==> config.mk <==
export PLATFORM = sky130hd
export DESIGN_NAME = fms_monitor_flat
export DESIGN_NICKNAME = d
export VERILOG_FILES = /design/src/design/fms_pkg.sv /design/src/design/fms_if.sv /design/src/design/fms_monitor.sv /design/src/flat_wrapper.sv
export SDC_FILE = /design/constraint.sdc
export NUM_CORES = 1
export LEC_CHECK = 0
export BUFFER_PORTS_ARGS = -buffer_cell sky130_fd_sc_hd__buf_2
export CORE_ASPECT_RATIO = 1.5
export CORE_MARGIN = 4
export CORE_UTILIZATION = 40
export DETAILED_ROUTE_END_ITERATION = 16
export PLACE_DENSITY = 0.8
export SLEW_MARGIN = 20
export SYNTH_ARGS = -nofsm -noshare
export SYNTH_HDL_FRONTEND = slang
export SYNTH_SLANG_ARGS = --single-unit
==> constraint.sdc <==
create_clock -name CLK -period 2 [get_ports CLK]
set_clock_uncertainty 0.1 [all_clocks]
set_input_delay 0.6 -clock CLK [delete_from_list [all_inputs] [get_ports CLK]]
set_output_delay 0.6 -clock CLK [all_outputs]
set_load 0.03 [all_outputs]
==> src/design/fms_pkg.sv <==
package fms_pkg;
    // driver population
    localparam int NUM_HB = 4;                     // half-bridge outputs
    localparam int NUM_HS = 4;                     // high-side outputs
    localparam int NUM_DRV = NUM_HB + NUM_HS;      // all driver outputs
    localparam int NUM_AIN = 4;                    // analog input pins
    // adc self-test channels
    localparam logic [4:0] CH_RATIO_HI = 5'h19;    // ratiometric upper divider point
    localparam logic [4:0] CH_RATIO_LO = 5'h1a;    // ratiometric lower divider point
    localparam logic [4:0] CH_HALF_REF = 5'h1b;    // half-reference, absolute test
    localparam logic [4:0] CH_IND_REF = 5'h1c;     // independent reference
    localparam logic [4:0] CH_FIVE_V = 5'h1d;      // scaled five volt regulator
    localparam logic [9:0] EXP_RATIO_HI = 10'h2aa; // 682
    localparam logic [9:0] EXP_RATIO_LO = 10'h155; // 341
    localparam logic [9:0] EXP_MID = 10'h200;      // 512
    localparam logic [9:0] TOL_15 = 10'h00f;       // 15
    localparam logic [9:0] TOL_30 = 10'h01e;       // 30
    localparam logic [9:0] TOL_50 = 10'h032;       // 50
    // timing
    localparam int CLK_MHZ = 100;                  // fast oscillator rate
    localparam int SLOW_PERIOD_NS = 8000;          // 125 kHz slow oscillator period
    localparam int SLOW_TIMEOUT_NS = 2 * SLOW_PERIOD_NS; // no edge for two periods
    localparam int SLOW_TIMEOUT_CYC = SLOW_TIMEOUT_NS * CLK_MHZ / 1000; // 1600 cycles
    localparam int SPS_MAX = 125000;               // fastest allowed self-test rate
    localparam int CONV_MIN_NS = 1000000000 / SPS_MAX; // 8000 ns between conversions
    localparam int CONV_MIN_CYC = CONV_MIN_NS / 10 * CLK_MHZ / 100; // 800 cycles
    // status word layout
    localparam int ST_OVT = 0;                     // over-temperature latched
    localparam int ST_OV = 1;                      // over-voltage latched
    localparam int ST_UV = 2;                      // under-voltage latched
    localparam int ST_CLK = 3;                     // slow clock failure latched
    localparam int ST_OL = 4;                      // open-load flags base
    localparam int ST_SB = ST_OL + NUM_DRV;        // short-to-battery flags base
    localparam int ST_SG = ST_SB + NUM_DRV;        // half-bridge short-to-ground base
    localparam int ST_AIN = ST_SG + NUM_HB;        // analog input floating/short base
    localparam int ST_SNS = ST_AIN + NUM_AIN;      // sensor supply fault
    localparam int ST_W = ST_SNS + 1;              // status word width
    localparam logic [ST_W-1:0] ST_RESET = '0;     // all flags clear after reset
endpackage

==> src/design/fms_if.sv <==
`timescale 1ns/1ps
// link between the fault monitor and the microcontroller-side agent
interface fms_if;
    logic irq;                            // level, any enabled flag set
    logic drv_off;                        // level, drivers forced off
    logic [fms_pkg::ST_W-1:0] status;     // latched flags, spi readable
    logic [fms_pkg::ST_W-1:0] clear;      // one-cycle clear strobes per flag
    logic [fms_pkg::ST_W-1:0] irq_en;     // per flag interrupt enable
    logic ov_off_dis;                     // disable over-voltage shutdown
    logic uv_dis;                         // disable under-voltage detection
    logic [4:0] adc_input_select;         // adc channel code
    logic adc_start;                      // one-cycle conversion start
    logic adc_done;                       // one-cycle conversion done
    logic [9:0] adc_result;               // conversion result
    logic sensor_pos_switch_enable;       // sensor supply high switch
    logic sensor_neg_switch_enable;       // sensor supply low switch
    modport dev (output irq, drv_off, status, adc_done, adc_result,
        input clear, irq_en, ov_off_dis, uv_dis, adc_input_select, adc_start,
        sensor_pos_switch_enable, sensor_neg_switch_enable);
    modport mcu (input irq, drv_off, status, adc_done, adc_result,
        output clear, irq_en, ov_off_dis, uv_dis, adc_input_select, adc_start,
        sensor_pos_switch_enable, sensor_neg_switch_enable);
endinterface

==> src/design/fms_monitor.sv <==
`timescale 1ns/1ps
module fms_monitor (
    input wire logic CLK,                           // fast oscillator clock
    input wire logic RST,                           // synchronous reset, active high
    fms_if.dev LNK,                                 // microcontroller side
    input wire logic OVT_CMP,                       // over-temperature comparator
    input wire logic OV_CMP,                        // main_supply_pin above upper limit
    input wire logic UV_CMP,                        // main_supply_pin below lower limit
    input wire logic SLOW_OSCILLATOR,               // 125 kHz clock being watched
    input wire logic [fms_pkg::NUM_DRV-1:0] OL_DET, // open-load check result
    input wire logic [fms_pkg::NUM_DRV-1:0] SB_DET, // short-to-battery check result
    input wire logic [fms_pkg::NUM_HB-1:0] SG_DET,  // half-bridge short-to-ground result
    input wire logic [fms_pkg::NUM_HS-1:0] HS_SG_DET, // high-side short to ground
    input wire logic [fms_pkg::NUM_AIN-1:0] AIN_DET, // analog_input_pin float/short
    input wire logic SNS_DET,                       // sensor supply short/open
    input wire logic OC_IN,                         // existing over-current event
    input wire logic [9:0] ADC_RAW,                 // converter output
    input wire logic ADC_RAW_VLD,                   // converter finished
    output logic ADC_GO,                            // converter start
    output logic [4:0] ADC_MUX,                     // converter input select
    output logic SNS_POS_EN,                        // sensor supply high switch
    output logic SNS_NEG_EN,                        // sensor supply low switch
    output logic OC_OUT                             // over-current incl. high-side shorts
);
    localparam int TO_W = $clog2(fms_pkg::SLOW_TIMEOUT_CYC + 1); // timeout counter width
    localparam logic [TO_W-1:0] TO_MAX = TO_W'(fms_pkg::SLOW_TIMEOUT_CYC); // timeout limit

    logic [fms_pkg::ST_W-1:0] flags;      // sticky flags
    logic [fms_pkg::ST_W-1:0] ev;         // event set per flag
    logic [fms_pkg::ST_W-1:0] next_flags; // next flag value
    logic slow_s1;                        // slow clock sync stage 1
    logic slow_s2;                        // slow clock sync stage 2
    logic slow_d;                         // delayed for edge detect
    logic [TO_W-1:0] to_cnt;              // cycles since last slow edge
    logic drv_off;                        // combined driver shutdown
    logic [9:0] result;                   // held conversion result
    logic done;                           // conversion done pulse

    // event vector; high-side ground shorts are not captured as flags
    wire slow_edge = slow_s2 ^ slow_d;    // any slow clock transition
    wire clk_fail = (to_cnt == TO_MAX);   // no edge for two periods
    wire uv_ev = UV_CMP & ~LNK.uv_dis;
    assign ev[fms_pkg::ST_OVT] = OVT_CMP;
    assign ev[fms_pkg::ST_OV] = OV_CMP;
    assign ev[fms_pkg::ST_UV] = uv_ev;
    assign ev[fms_pkg::ST_CLK] = clk_fail;
    assign ev[fms_pkg::ST_OL +: fms_pkg::NUM_DRV] = OL_DET;
    assign ev[fms_pkg::ST_SB +: fms_pkg::NUM_DRV] = SB_DET;
    assign ev[fms_pkg::ST_SG +: fms_pkg::NUM_HB] = SG_DET;
    assign ev[fms_pkg::ST_AIN +: fms_pkg::NUM_AIN] = AIN_DET;
    assign ev[fms_pkg::ST_SNS] = SNS_DET;

    // set wins over clear so a same-cycle event is never lost
    assign next_flags = ev | (flags & ~LNK.clear);

    // shutdown: temp always, ov unless disabled, uv; clock failure excluded
    assign drv_off = flags[fms_pkg::ST_OVT]
        | (flags[fms_pkg::ST_OV] & ~LNK.ov_off_dis)
        | flags[fms_pkg::ST_UV];

    // high-side ground shorts surface as over-current only
    assign OC_OUT = OC_IN | (|HS_SG_DET);

    // flag register
    always_ff @(posedge CLK)
    begin
        if (RST)
            flags <= fms_pkg::ST_RESET;
        else
            flags <= next_flags;
    end

    // slow clock synchroniser; stage 1 feeds stage 2 only
    always_ff @(posedge CLK)
    begin
        if (RST)
        begin
            slow_s1 <= 1'b0;
            slow_s2 <= 1'b0;
            slow_d <= 1'b0;
        end
        else
        begin
            slow_s1 <= SLOW_OSCILLATOR;
            slow_s2 <= slow_s1;
            slow_d <= slow_s2;
        end
    end

    // watchdog counter, saturates so failure stays asserted while stopped
    always_ff @(posedge CLK)
    begin
        if (RST || slow_edge)
            to_cnt <= '0;
        else if (!clk_fail)
            to_cnt <= to_cnt + TO_W'(1);
    end

    // adc path: result captured on completion for the mcu
    always_ff @(posedge CLK)
    begin
        if (RST)
        begin
            result <= '0;
            done <= 1'b0;
        end
        else
        begin
            done <= ADC_RAW_VLD;
            if (ADC_RAW_VLD)
                result <= ADC_RAW;
        end
    end

    // outputs toward mcu and analog front end
    assign LNK.status = flags;
    assign LNK.irq = |(flags & LNK.irq_en);
    assign LNK.drv_off = drv_off;
    assign LNK.adc_result = result;
    assign LNK.adc_done = done;
    assign ADC_GO = LNK.adc_start;
    assign ADC_MUX = LNK.adc_input_select;
    assign SNS_POS_EN = LNK.sensor_pos_switch_enable;
    assign SNS_NEG_EN = LNK.sensor_neg_switch_enable;
endmodule // fms_monitor

==> src/flat_wrapper.sv <==
// flat-port wrapper written by rule: the top's interface ports become plain ports
module fms_monitor_flat 
  (CLK, RST, OVT_CMP, OV_CMP, UV_CMP, SLOW_OSCILLATOR, OL_DET, SB_DET, SG_DET, HS_SG_DET, AIN_DET, SNS_DET, OC_IN, ADC_RAW, ADC_RAW_VLD, ADC_GO, ADC_MUX, SNS_POS_EN, SNS_NEG_EN, OC_OUT, LNK_irq, LNK_drv_off, LNK_status, LNK_adc_done, LNK_adc_result, LNK_clear, LNK_irq_en, LNK_ov_off_dis, LNK_uv_dis, LNK_adc_input_select, LNK_adc_start, LNK_sensor_pos_switch_enable, LNK_sensor_neg_switch_enable);
  fms_if LNK_i ();
  input wire logic CLK;
  input wire logic RST;
  input wire logic OVT_CMP;
  input wire logic OV_CMP;
  input wire logic UV_CMP;
  input wire logic SLOW_OSCILLATOR;
  input wire logic [fms_pkg::NUM_DRV-1:0] OL_DET;
  input wire logic [fms_pkg::NUM_DRV-1:0] SB_DET;
  input wire logic [fms_pkg::NUM_HB-1:0] SG_DET;
  input wire logic [fms_pkg::NUM_HS-1:0] HS_SG_DET;
  input wire logic [fms_pkg::NUM_AIN-1:0] AIN_DET;
  input wire logic SNS_DET;
  input wire logic OC_IN;
  input wire logic [9:0] ADC_RAW;
  input wire logic ADC_RAW_VLD;
  output logic ADC_GO;
  output logic [4:0] ADC_MUX;
  output logic SNS_POS_EN;
  output logic SNS_NEG_EN;
  output logic OC_OUT;
  output wire logic [$bits(LNK_i.irq)-1:0] LNK_irq;
  output wire logic [$bits(LNK_i.drv_off)-1:0] LNK_drv_off;
  output wire logic [$bits(LNK_i.status)-1:0] LNK_status;
  output wire logic [$bits(LNK_i.adc_done)-1:0] LNK_adc_done;
  output wire logic [$bits(LNK_i.adc_result)-1:0] LNK_adc_result;
  input wire logic [$bits(LNK_i.clear)-1:0] LNK_clear;
  input wire logic [$bits(LNK_i.irq_en)-1:0] LNK_irq_en;
  input wire logic [$bits(LNK_i.ov_off_dis)-1:0] LNK_ov_off_dis;
  input wire logic [$bits(LNK_i.uv_dis)-1:0] LNK_uv_dis;
  input wire logic [$bits(LNK_i.adc_input_select)-1:0] LNK_adc_input_select;
  input wire logic [$bits(LNK_i.adc_start)-1:0] LNK_adc_start;
  input wire logic [$bits(LNK_i.sensor_pos_switch_enable)-1:0] LNK_sensor_pos_switch_enable;
  input wire logic [$bits(LNK_i.sensor_neg_switch_enable)-1:0] LNK_sensor_neg_switch_enable;
  assign LNK_irq = LNK_i.irq;
  assign LNK_drv_off = LNK_i.drv_off;
  assign LNK_status = LNK_i.status;
  assign LNK_adc_done = LNK_i.adc_done;
  assign LNK_adc_result = LNK_i.adc_result;
  assign LNK_i.clear = LNK_clear;
  assign LNK_i.irq_en = LNK_irq_en;
  assign LNK_i.ov_off_dis = LNK_ov_off_dis;
  assign LNK_i.uv_dis = LNK_uv_dis;
  assign LNK_i.adc_input_select = LNK_adc_input_select;
  assign LNK_i.adc_start = LNK_adc_start;
  assign LNK_i.sensor_pos_switch_enable = LNK_sensor_pos_switch_enable;
  assign LNK_i.sensor_neg_switch_enable = LNK_sensor_neg_switch_enable;
  fms_monitor u_core (.CLK(CLK), .RST(RST), .LNK(LNK_i), .OVT_CMP(OVT_CMP), .OV_CMP(OV_CMP), .UV_CMP(UV_CMP), .SLOW_OSCILLATOR(SLOW_OSCILLATOR), .OL_DET(OL_DET), .SB_DET(SB_DET), .SG_DET(SG_DET), .HS_SG_DET(HS_SG_DET), .AIN_DET(AIN_DET), .SNS_DET(SNS_DET), .OC_IN(OC_IN), .ADC_RAW(ADC_RAW), .ADC_RAW_VLD(ADC_RAW_VLD), .ADC_GO(ADC_GO), .ADC_MUX(ADC_MUX), .SNS_POS_EN(SNS_POS_EN), .SNS_NEG_EN(SNS_NEG_EN), .OC_OUT(OC_OUT));
endmodule
After elaboration in Yosys (flattened, before gate mapping)
Cells that the tools add are included.

storage, ports and cells
  bits in registers = 54
  RAM bits = 0
  logic and storage cells = 24
  memories kept = 0
  input port bits = 115
  memory bits (read-only) = 0
  bits in latches = 0

operators by class
  order comparisons = 0
  $add $sub $neg = 1
  divide/modulo/power cells = 0
  reduce and logical (&&, ||, !) cells = 3
  muxes and demuxes = 0
  $mul = 0
  shifts and indexed selects = 0
  bitwise operators = 12
  eq/ne operators = 1

operators with widths
  cell                   count
  $and 29x29->29         2
  $not 29->29            1
  $or 29x29->29          1
  $reduce_or 29->1       1
  $add 11x1->11 const B  1
  $eq 11x11->1 const B   1
  $reduce_or 4->1        1
  $or 1x1->1             3
  $and 1x1->1            2
  $not 1->1              2
  $logic_or 1x1->1       1
  $xor 1x1->1            1

Longest topological paths before layout
Gate-level depths: netlist of run 1.

  depth in word-level cells = 4
  gate-level depth with buffers = 5
  depth with buffers taken out = 5

Worst setup path after synthesis of run 1
Ideal clock, no wire load.

  kind = input to output
  start point = input LNK_irq_en[13]
  end point = output LNK_irq
  setup slack = -0.104 ns
  stages on the path = 4
  data required time = 1.300 ns
  arrival = 1.404 ns
  cell sequence = a222oi_1 -> nand3_1 -> nor2_1 -> nand4_1

between the ends
  longest elaborated chain between the ends = 2

ends and longest elaborated chain
  what                RTL line            text
  start: declaration  flat_wrapper.sv:31  input wire logic [$bits(LNK_i.irq_en)-1:0] LNK_irq_en;
  $and 29x29->29      fms_monitor.sv:117  assign LNK.irq = |(flags & LNK.irq_en);
  $reduce_or 29->1    fms_monitor.sv:117
  end: declaration    flat_wrapper.sv:25  output wire logic [$bits(LNK_i.irq)-1:0] LNK_irq;

No other way between the ends.

Final worst setup path of run 1
  start point = input LNK_irq_en[18]
  end point = output LNK_irq

Same word-level chain as after synthesis.

==> out/results.txt, run 1 <==
Logic pwr share = 0.189
Final Hold Vio Count = 0
clock transition at the registers of the reported paths = 0.09 ns
fin cells = 466
final total power = 2.196 mW
switching power = 603.6 uW
wire length per cell = 12.56 um
pin count of the biggest net entering global routing = 31
Clock power frac = 0.276
fin nets = 514
#FFs+latches synth = 54
cell count of the worst reg-to-reg path = 5
Core Util, Final = 0.5890
detailed-placement wirelength estimate = 4852 um
Netlist cell types = 30
core area = 5245 sq um
gr ovfl total = 0
Area Growth Syn to Fin = 41.09%
fraction of layout cells with a size suffix above 1 = 0.4246
cell taking the most area after synthesis = dfxtp_1
placed inst area = 2962 sq um
port bufs = 149
placed cells = 458
VDD IR max = 0.4812 mV
CTS max path bufs = 2
Slew @ Worst Pin = 0.3135 ns
Mapped Cells = 252
status = complete, but fails checks
CP max FO = 1
Post-route DRC = 0
most frequent cells in the layout = buf_2 (146), dfxtp_1 (54), nor2_1 (49), inv_1 (32), a21oi_1 (31)
Die Area = 6746 sq um
ANT cells = 0
gr usage total = 0.1790
top post-synthesis cells by area = dfxtp_1 (49%), nor2_1 (8.4%), a21oi_1 (7.1%)
Sw Share = 0.2749
CTS tree = yes
CTS sink count = 54
number of global-route vias before repair = 2149
crit path DAT = 1.48 ns
Die X = 68.41 um
I/O pins = 166
placer congestion estimate = 0.8367
Setup TNS = -0.1789 ns
H-tree depth = 2
Routed Antenna Nets = 0
DRT Pass-1 Iters = 5
FMAX = 458.9 MHz
CTS buffer count = 5
synthesized area = 2190 sq um
crit path kind = input port to output pin
commonest non-fill, non-tap cell in the layout = buf_2
Hold Buf Count CTS = 0
syn nets = 369
hold depth = 1
P per Cell Area = 710.9 nW/um^2
die height = 98.62 um
Final Setup Violations = 1
post-route design area = 3089 sq um
LEAKAGE = 1.626 nW
DR vias/cell = 4.678
max-slew violations = 0
Reg power frac = 0.535
Synth top area share = 0.4937
Detailed Route Iter0 Violations = 50
failing checks = negative setup slack
Initial Util = 0.4175
internal power = 1.592 mW
Worst Setup Slack post-DPL = -0.3115 ns
synth warn = 0
clock period minus worst slack = 2.179 ns
unrepaired setup endpoints after global routing = true
Min Hold Slack = 0.3552 ns
final wirelength = 5852 um
first-pass GRT wire length = 9301 um
CTS Root Cell = clkbuf_8
period utilisation layout = 1.089
Critical Path Sink Type = output pin
initial antenna violation count = 0
Req. time, crit path = 1.30 ns
final worst slack = -0.1789 ns
Site Rows = 32
Seq/Total Area, Yosys = 0.4937
Worst-Skew Late Latency = 0.30 ns
Rel. slew slack = 0.7910
DR vias = 2180
maximum capacitance violations = 0
startpoint types = input port
Avg Cell Area, Syn = 8.689 sq um
Hold Path Class = flip-flop to flip-flop
-- flip-flops by register name (all words and copies together) (netlist names) --
| name | flops |
|---|---|
| u_core.LNK.adc_result | 10 |
| u_core.slow_s1 | 1 |
| u_core.LNK.adc_done | 1 |
| u_core.slow_s2 | 1 |
| u_core.slow_d | 1 |
| u_core.to_cnt | 11 |
| u_core.LNK.status | 29 |
-- worst paths after layout --
| path | startpoint | to | slack [ns] |
|---|---|---|---|
| worst max-delay path | LNK_irq_en[18] | LNK_irq | -0.18 |
| worst min register to register | u_core.slow_s1 | u_core.slow_s2 | 0.36 |
| worst min-delay path | u_core.slow_s1 | u_core.slow_s2 | 0.36 |
| worst max register to register | u_core.to_cnt[0] | u_core.to_cnt[10] | 0.56 |
-- kinds of logic after synthesis --
group / Yosys count / synth area share
compound gates: 47 / 0.1274
fa+ha+maj: 2 / 0.01143
mux: 11 / 0.05029
buf+inv: 47 / 0.09543
simple gates: 82 / 0.1857
flops: 54 / 0.4937
xor+xnor: 9 / 0.03600
-- per-layer routing --
metal,up-vias,share of wire,track usage,routed length [um]
met3,12,0.097,0.05359,565
met5,-,0,0,0
met2,104,0.53,0.3238,3090
met4,0,0.019,0.06126,114
li1,1107,-,-,-
met1,957,0.36,0.1871,2081
-- cells in the mapped netlist --
cell type	number
a222oi_1	1
nand4_1	2
nand3_1	4
nor4_2	1
clkbuf_1	5
xnor2_1	7
nor2_1	49
a22oi_1	8
xor2_1	2
nand3b_1	1
o21ai_0	2
nand2b_1	6
nand2_1	5
dfxtp_1	54
buf_4	8
nor4_4	1
or3_1	1
nand4_2	1
nor2b_1	4
a21oi_1	31
a221oi_1	3
nand3_2	1
nor3_1	4
a22o_1	2
buf_2	2
nor2_2	1
ha_1	2
mux2i_1	11
inv_1	32
and4bb_2	1
-- worst max-delay path: stages --
cell	delay, ns
buf_2	0.10
a22oi_1	0.16
nand2_1	0.10
a221oi_2	0.20
nand4_1	0.14
buf_6	0.17
-- area by class of cell --
cell class | count | area, sq um
fill | 494 | 2156
clock buffer | 7 | 86.33
sequential | 54 | 1081
multi-input combinational | 151 | 917.1
timing repair buffer | 153 | 794.5
inverter | 32 | 120.1
tap | 68 | 85.08
clock inverter | 1 | 5.005
-- power by group through the flow --
stage	Sequential, mW	Combinational, mW	Clock (mW)
2_1_floorplan	1.29	0.158	0
5_1_grt	1.18	0.458	0.662
4_1_cts	1.17	0.418	0.633
3_5_place_dp	1.20	0.412	0
6_report	1.17	0.416	0.606
3_3_place_gp	1.20	0.404	0
-- what timing repair did --
item,CTS,global route
endpoints found under the hold margin,0,0
gates resized for setup,6,1
setup buffers,0,0
setup endpoints to repair,1,1
pin swaps,3,1
(Power assumes the default switching activity.)
==> run 2, diff against run 1 <==
BUFFER_PORTS_ARGS = -buffer_cell sky130_fd_sc_hd__clkbuf_2   (was -buffer_cell sky130_fd_sc_hd__buf_2)
CAP_MARGIN = 20   (was default)
PLACE_DENSITY = 0.84   (was 0.8)
==> out/results.txt, run 2 (synthesis gave the netlist of run 1 again) <==
most frequent cells in the layout = clkbuf_2 (148), dfxtp_1 (52), nor2_1 (49), inv_1 (32), a21oi_1 (31) (was buf_2 (146), dfxtp_1 (54), nor2_1 (49), inv_1 (32), a21oi_1 (31))
placed cells = 458 (unchanged)
unrepaired setup endpoints after global routing = true (unchanged)
Core Util, Final = 0.5868 (was 0.5890)
post-CTS setup buffers = 0 (unchanged)
initial antenna violation count = 0 (unchanged)
Routed Antenna Nets = 0 (unchanged)
crit path kind = input port to output pin (unchanged)
CTS sink count = 54 (unchanged)
cell count of the worst reg-to-reg path = 5 (unchanged)
Sw Share = 0.2758 (was 0.2749)
number of global-route vias before repair = 2208 (was 2149)
Logic pwr share = 0.182 (was 0.189)
Final Hold Vio Count = 0 (unchanged)
Largest delay share family, worst path = compound AO/OA/AOI/OAI gates (unchanged)
Req. time, crit path = 1.30 ns (about the same)
P per Cell Area = 730.0 nW/um^2 (was 710.9 nW/um^2)
failing checks = negative setup slack (unchanged)
gr usage total = 0.1877 (was 0.1790)
critical path depth = 6 (unchanged)
Clock power frac = 0.294 (was 0.276)
final worst slack = -0.3134 ns (was -0.1789 ns)
status = complete, but fails checks (unchanged)
core area = 5245 sq um (unchanged)
switching power = 619.8 uW (was 603.6 uW)
Die X = 68.41 um (unchanged)
# fillers = 470 (was 494)
fraction of layout cells with a size suffix above 1 = 0.4246 (unchanged)
CTS Root Cell = clkbuf_8 (unchanged)
I/O pins = 166 (unchanged)
Site Rows = 32 (unchanged)
DR vias/cell = 4.712 (was 4.678)
largest stage delay on the critical path = 0.39 ns (was 0.20 ns)
detailed-placement wirelength estimate = 5064 um (was 4852 um)
max FFs per register = 29 (unchanged)
Worst path slowest cell = a222oi_1 (was a221oi_2)
CTS buffer count = 5 (unchanged)
placed inst area = 2962 sq um (unchanged)
Detailed Route Iter0 Violations = 54 (was 50)
gr ovfl total = 0 (unchanged)
Hold Path Class = flip-flop to flip-flop (unchanged)
Worst-Skew Late Latency = 0.30 ns (about the same)
fin nets = 514 (unchanged)
ANT cells = 0 (unchanged)
Die Area = 6746 sq um (unchanged)
Reg power frac = 0.523 (was 0.535)
internal power = 1.627 mW (was 1.592 mW)
Slew @ Worst Pin = 0.4214 ns (was 0.3135 ns)
post-route design area = 3078 sq um (was 3089 sq um)
CP max FO = 1 (unchanged)
H-tree depth = 2 (unchanged)
commonest non-fill, non-tap cell in the layout = clkbuf_2 (was buf_2)
clock period minus worst slack = 2.313 ns (was 2.179 ns)
placer congestion estimate = 0.9300 (was 0.8367)
FMAX = 432.3 MHz (was 458.9 MHz)
Post-route DRC = 0 (unchanged)
hold depth = 1 (unchanged)
Rel. slew slack = 0.7191 (was 0.7910)
maximum capacitance violations = 0 (unchanged)
final total power = 2.247 mW (was 2.196 mW)
DRT Pass-1 Iters = 4 (was 5)
Buf+Inv Stages, Crit Path = 2 (unchanged)
DR vias = 2196 (was 2180)
CTS max path bufs = 2 (unchanged)
wire length per cell = 13.14 um (was 12.56 um)
final wirelength = 6123 um (was 5852 um)
clock transition at the registers of the reported paths = 0.09 ns (about the same)
crit-path cells = clkbuf_2 -> a222oi_1 -> nand3_1 -> nor2_1 -> nand4_1 -> clkbuf_8 (was buf_2 -> a22oi_1 -> nand2_1 -> a221oi_2 -> nand4_1 -> buf_6)
first-pass GRT wire length = 9584 um (was 9301 um)
crit path DAT = 1.61 ns (was 1.48 ns)
pin count of the biggest net entering global routing = 44 (was 31)
Critical Path Sink Type = output pin (unchanged)
die height = 98.62 um (unchanged)
CTS tree = yes (unchanged)
Area Growth Syn to Fin = 40.57% (was 41.09%)
port bufs = 149 (unchanged)
startpoint types = input port (unchanged)
LEAKAGE = 1.635 nW (was 1.626 nW)
Initial Util = 0.4175 (unchanged)
VDD IR max = 0.4253 mV (was 0.4812 mV)
fin cells = 466 (unchanged)
max-slew violations = 0 (unchanged)
Final Setup Violations = 1 (unchanged)
period utilisation layout = 1.157 (was 1.089)
## run 2: cell count changes in the layout (fill, tap and decap cells not counted), moves of 2 or more
cell      delta
a221oi_1     +2
buf_2      -146
buf_6        -3
dfxtp_1      -2
clkbuf_2   +148
dfxtp_2      +2
a221oi_2     -2
clkbuf_8     +2
## run 2: worst register-to-register path: stages, from the launching register on
cell	delay (ns)
dfxtp_1	0.40
ha_1	0.22
nand2_1	0.14
nor4_4	0.25
xnor2_1	0.16
nor2_2	0.05
## run 2: timing repair
action	4_1_cts	5_1_grt
pin swaps	2	0
resized for setup	2	2
hold buffers	0	0
setup endpoints to repair	1	1
## run 2: power by group through the flow
stage / combinational, mW / sequential (mW) / clock (mW)
floorplan: 0.158 / 1.29 / 0
global placement: 0.405 / 1.20 / 0
global route: 0.449 / 1.19 / 0.728
finish: 0.410 / 1.18 / 0.661
CTS: 0.415 / 1.18 / 0.684
detailed placement: 0.413 / 1.20 / 0
## run 2: routing by layer
layer,GRT usage,up-vias,part of all wire
li1,-,1108,-
met1,0.1946,977,0.36
met2,0.3311,95,0.53
met3,0.04561,16,0.071
met4,0.09954,0,0.033
met5,0,-,0
## run 2: through the flow
step	TNS [ns]	hold WS, ns	worst slack, ns
floorplan	-0.08954	0.3138	-0.08954
global placement	-0.2845	0.3355	-0.2845
detailed placement	-0.3240	0.3381	-0.3240
CTS	-0.3293	0.3686	-0.3293
global route	-0.3834	0.3798	-0.3834
finish	-0.3134	0.3610	-0.3134
## run 2: cell type report
class                           count  area [sq um]  area share
Sequential cell                    54          1084      0.3520
Multi-Input combinational cell    151         899.6      0.2923
Timing Repair Buffer              153         784.5      0.2549
Inverter                           32         120.1     0.03902
Clock buffer                        7         96.34     0.03130
Tap cell                           68         85.08     0.02764
Clock inverter                      1         8.758    0.002846
## run 2: path summary, 6_finish.rpt
| path | startpoint | endpoint | slack, ns |
|---|---|---|---|
| min | u_core.slow_s1 | u_core.slow_s2 | 0.36 |
| min reg2reg | u_core.slow_s1 | u_core.slow_s2 | 0.36 |
| max reg2reg | u_core.to_cnt[0] | u_core.to_cnt[10] | 0.55 |
| max | LNK_irq_en[13] | LNK_irq | -0.31 |
==> run 3, diff against run 2 <==
==> constraint.sdc (replaced) <==
create_clock -name CLK -period 2 [get_ports CLK]
set_clock_uncertainty 0.1 [all_clocks]
set_input_delay 0.2 -clock CLK [delete_from_list [all_inputs] [get_ports CLK]]
set_output_delay 0.2 -clock CLK [all_outputs]
set_load 0.03 [all_outputs]
==> out/results.txt, run 3 (synthesis gave the netlist of run 1 again) <==
Sw Share = 0.2760 (was 0.2758)
DRT Pass-1 Iters = 4 (unchanged)
number of global-route vias before repair = 2356 (was 2208)
commonest non-fill, non-tap cell in the layout = clkbuf_2 (unchanged)
status = finished, final reports clean (was complete, but fails checks)
Req. time, crit path = 1.70 ns (was 1.30 ns)
DR vias/cell = 4.668 (was 4.712)
Post-route DRC = 0 (unchanged)
crit-path cells = a22oi_1 -> nand4_1 -> nor2_1 -> nand4_1 -> clkbuf_2 (was clkbuf_2 -> a222oi_1 -> nand3_1 -> nor2_1 -> nand4_1 -> clkbuf_8)
pin count of the biggest net entering global routing = 44 (unchanged)
final wirelength = 6014 um (was 6123 um)
period utilisation layout = 0.9219 (was 1.157)
internal power = 1.587 mW (was 1.627 mW)
Worst Setup Slack post-DPL = 0.4481 ns (was -0.3240 ns)
Buf+Inv Stages, Crit Path = 1 (was 2)
CTS sink count = 54 (unchanged)
startpoint types = flip-flop (was input port)
H-tree depth = 2 (unchanged)
area of the multi-input gates = 899.6 sq um (unchanged)
CTS Root Cell = clkbuf_8 (unchanged)
Slew @ Worst Pin = 0.4313 ns (was 0.4214 ns)
final worst slack = 0.1562 ns (was -0.3134 ns)
VDD IR max = 0.5134 mV (was 0.4253 mV)
Clock power frac = 0.276 (was 0.294)
maximum capacitance violations = 0 (unchanged)
die height = 98.62 um (unchanged)
Final Hold Vio Count = 0 (unchanged)
P per Cell Area = 714.0 nW/um^2 (was 730.0 nW/um^2)
Worst path slowest cell = dfxtp_1 (was a222oi_1)
clock transition at the registers of the reported paths = 0.09 ns (about the same)
fin nets = 515 (was 514)
final total power = 2.192 mW (was 2.247 mW)
post-CTS setup buffers = 0 (unchanged)
placer congestion estimate = 0.8445 (was 0.9300)
Detailed Route Iter0 Violations = 69 (was 54)
Largest delay share family, worst path = simple AND/OR/NAND/NOR gates (was compound AO/OA/AOI/OAI gates)
Reg power frac = 0.537 (was 0.523)
initial antenna violation count = 0 (unchanged)
crit path kind = flip-flop to output pin (was input port to output pin)
Routed Antenna Nets = 0 (unchanged)
detailed-placement wirelength estimate = 5005 um (was 5064 um)
Final Setup Violations = 0 (was 1)
I/O pins = 166 (unchanged)
FMAX = 542.4 MHz (was 432.3 MHz)
fraction of layout cells with a size suffix above 1 = 0.4085 (was 0.4246)
CTS buffer count = 5 (unchanged)
register area = 1081 sq um (was 1084 sq um)
Die X = 68.41 um (unchanged)
gr usage total = 0.1824 (was 0.1877)
Critical Path Sink Type = output pin (unchanged)
Logic pwr share = 0.187 (was 0.182)
crit path DAT = 1.54 ns (was 1.61 ns)
CTS tree = yes (unchanged)
Die Area = 6746 sq um (unchanged)
LEAKAGE = 1.626 nW (was 1.635 nW)
ANT cells = 0 (unchanged)
first-pass GRT wire length = 9480 um (was 9584 um)
DR vias = 2180 (was 2196)
Initial Util = 0.4175 (unchanged)
Resized cells post-CTS = 0 (was 2)
clock period minus worst slack = 1.844 ns (was 2.313 ns)
# fillers = 469 (was 470)
core area = 5245 sq um (unchanged)
wire length per cell = 12.88 um (was 13.14 um)
Rel. slew slack = 0.7125 (was 0.7191)
Hold Path Class = input port to flip-flop (was flip-flop to flip-flop)
switching power = 605.1 uW (was 619.8 uW)
Worst-Skew Late Latency = 0.29 ns (was 0.30 ns)
Setup TNS = 0 ns (was -0.3134 ns)
Area Growth Syn to Fin = 40.23% (was 40.57%)
max FFs per register = 29 (unchanged)
Hold Buf Count CTS = 4 (was 0)
CP max FO = 3 (was 1)
max-slew violations = 0 (unchanged)
CTS max path bufs = 2 (unchanged)
Site Rows = 32 (unchanged)
most frequent cells in the layout = clkbuf_2 (149), dfxtp_1 (54), nor2_1 (49), inv_1 (32), a21oi_1 (31) (was clkbuf_2 (148), dfxtp_1 (52), nor2_1 (49), inv_1 (32), a21oi_1 (31))
port bufs = 149 (unchanged)
most used cell, CP = nand4_1
gr ovfl total = 0 (unchanged)
unrepaired setup endpoints after global routing = false (was true)
largest stage delay on the critical path = 0.33 ns (was 0.39 ns)
[run 3: metal layers]
metal  up-vias  global-route usage  part of all wire  routed length, um
met5         -                   0                 0                  0
met4         0             0.09188             0.029                175
met3        16             0.05245             0.087                523
met2       107              0.3377              0.53               3179
met1       950              0.1708              0.36               2136
li1       1107                   -                 -                  -
[run 3: worst paths after layout]
check,slack [ns],depth (start not counted),start,endpoint
min,0.006,3,SG_DET[1],u_core.LNK.status[21]
min reg2reg,0.35,1,u_core.slow_s1,u_core.slow_s2
max reg2reg,0.57,5,u_core.to_cnt[0],u_core.to_cnt[10]
max,0.16,5,u_core.LNK.status[4],LNK_irq
[run 3: through the flow]
stage	hold WS (ns)	cells	area, sq um	utilization
3_5_place_dp	0.3002	455	2939	0.5604
3_3_place_gp	0.3002	455	2939	0.5604
4_1_cts	0.001805	467	3070	0.5854
5_1_grt	0.005823	467	3070	0.5854
2_1_floorplan	0.2174	252	2190	-
6_report	0.006374	467	3070	0.5854
[run 3: power groups by stage]
| stage | registers (mW) | clock network, mW | logic, mW |
|---|---|---|---|
| finish | 1.18 | 0.606 | 0.410 |
| global route | 1.18 | 0.667 | 0.450 |
| CTS | 1.18 | 0.632 | 0.415 |
| detailed placement | 1.20 | 0 | 0.408 |
| global placement | 1.20 | 0 | 0.399 |
| floorplan | 1.29 | 0 | 0.158 |
[run 3: area by class of cell]
type	instances	share of cell area
Multi-Input combinational cell	151	0.2930
Clock inverter	1	0.001630
Sequential cell	54	0.3521
Tap cell	68	0.02771
Clock buffer	7	0.02812
Timing Repair Buffer	154	0.2584
Inverter	32	0.03912
[run 3: worst reg2reg max path: cells and delay by family, from the launching register on]
family                     cells  cell delay, ns
adders and majority gates      1            0.22
DFF                            1            0.40
and+or+nand+nor                3            0.43
xor gates and xnor gates       1            0.16
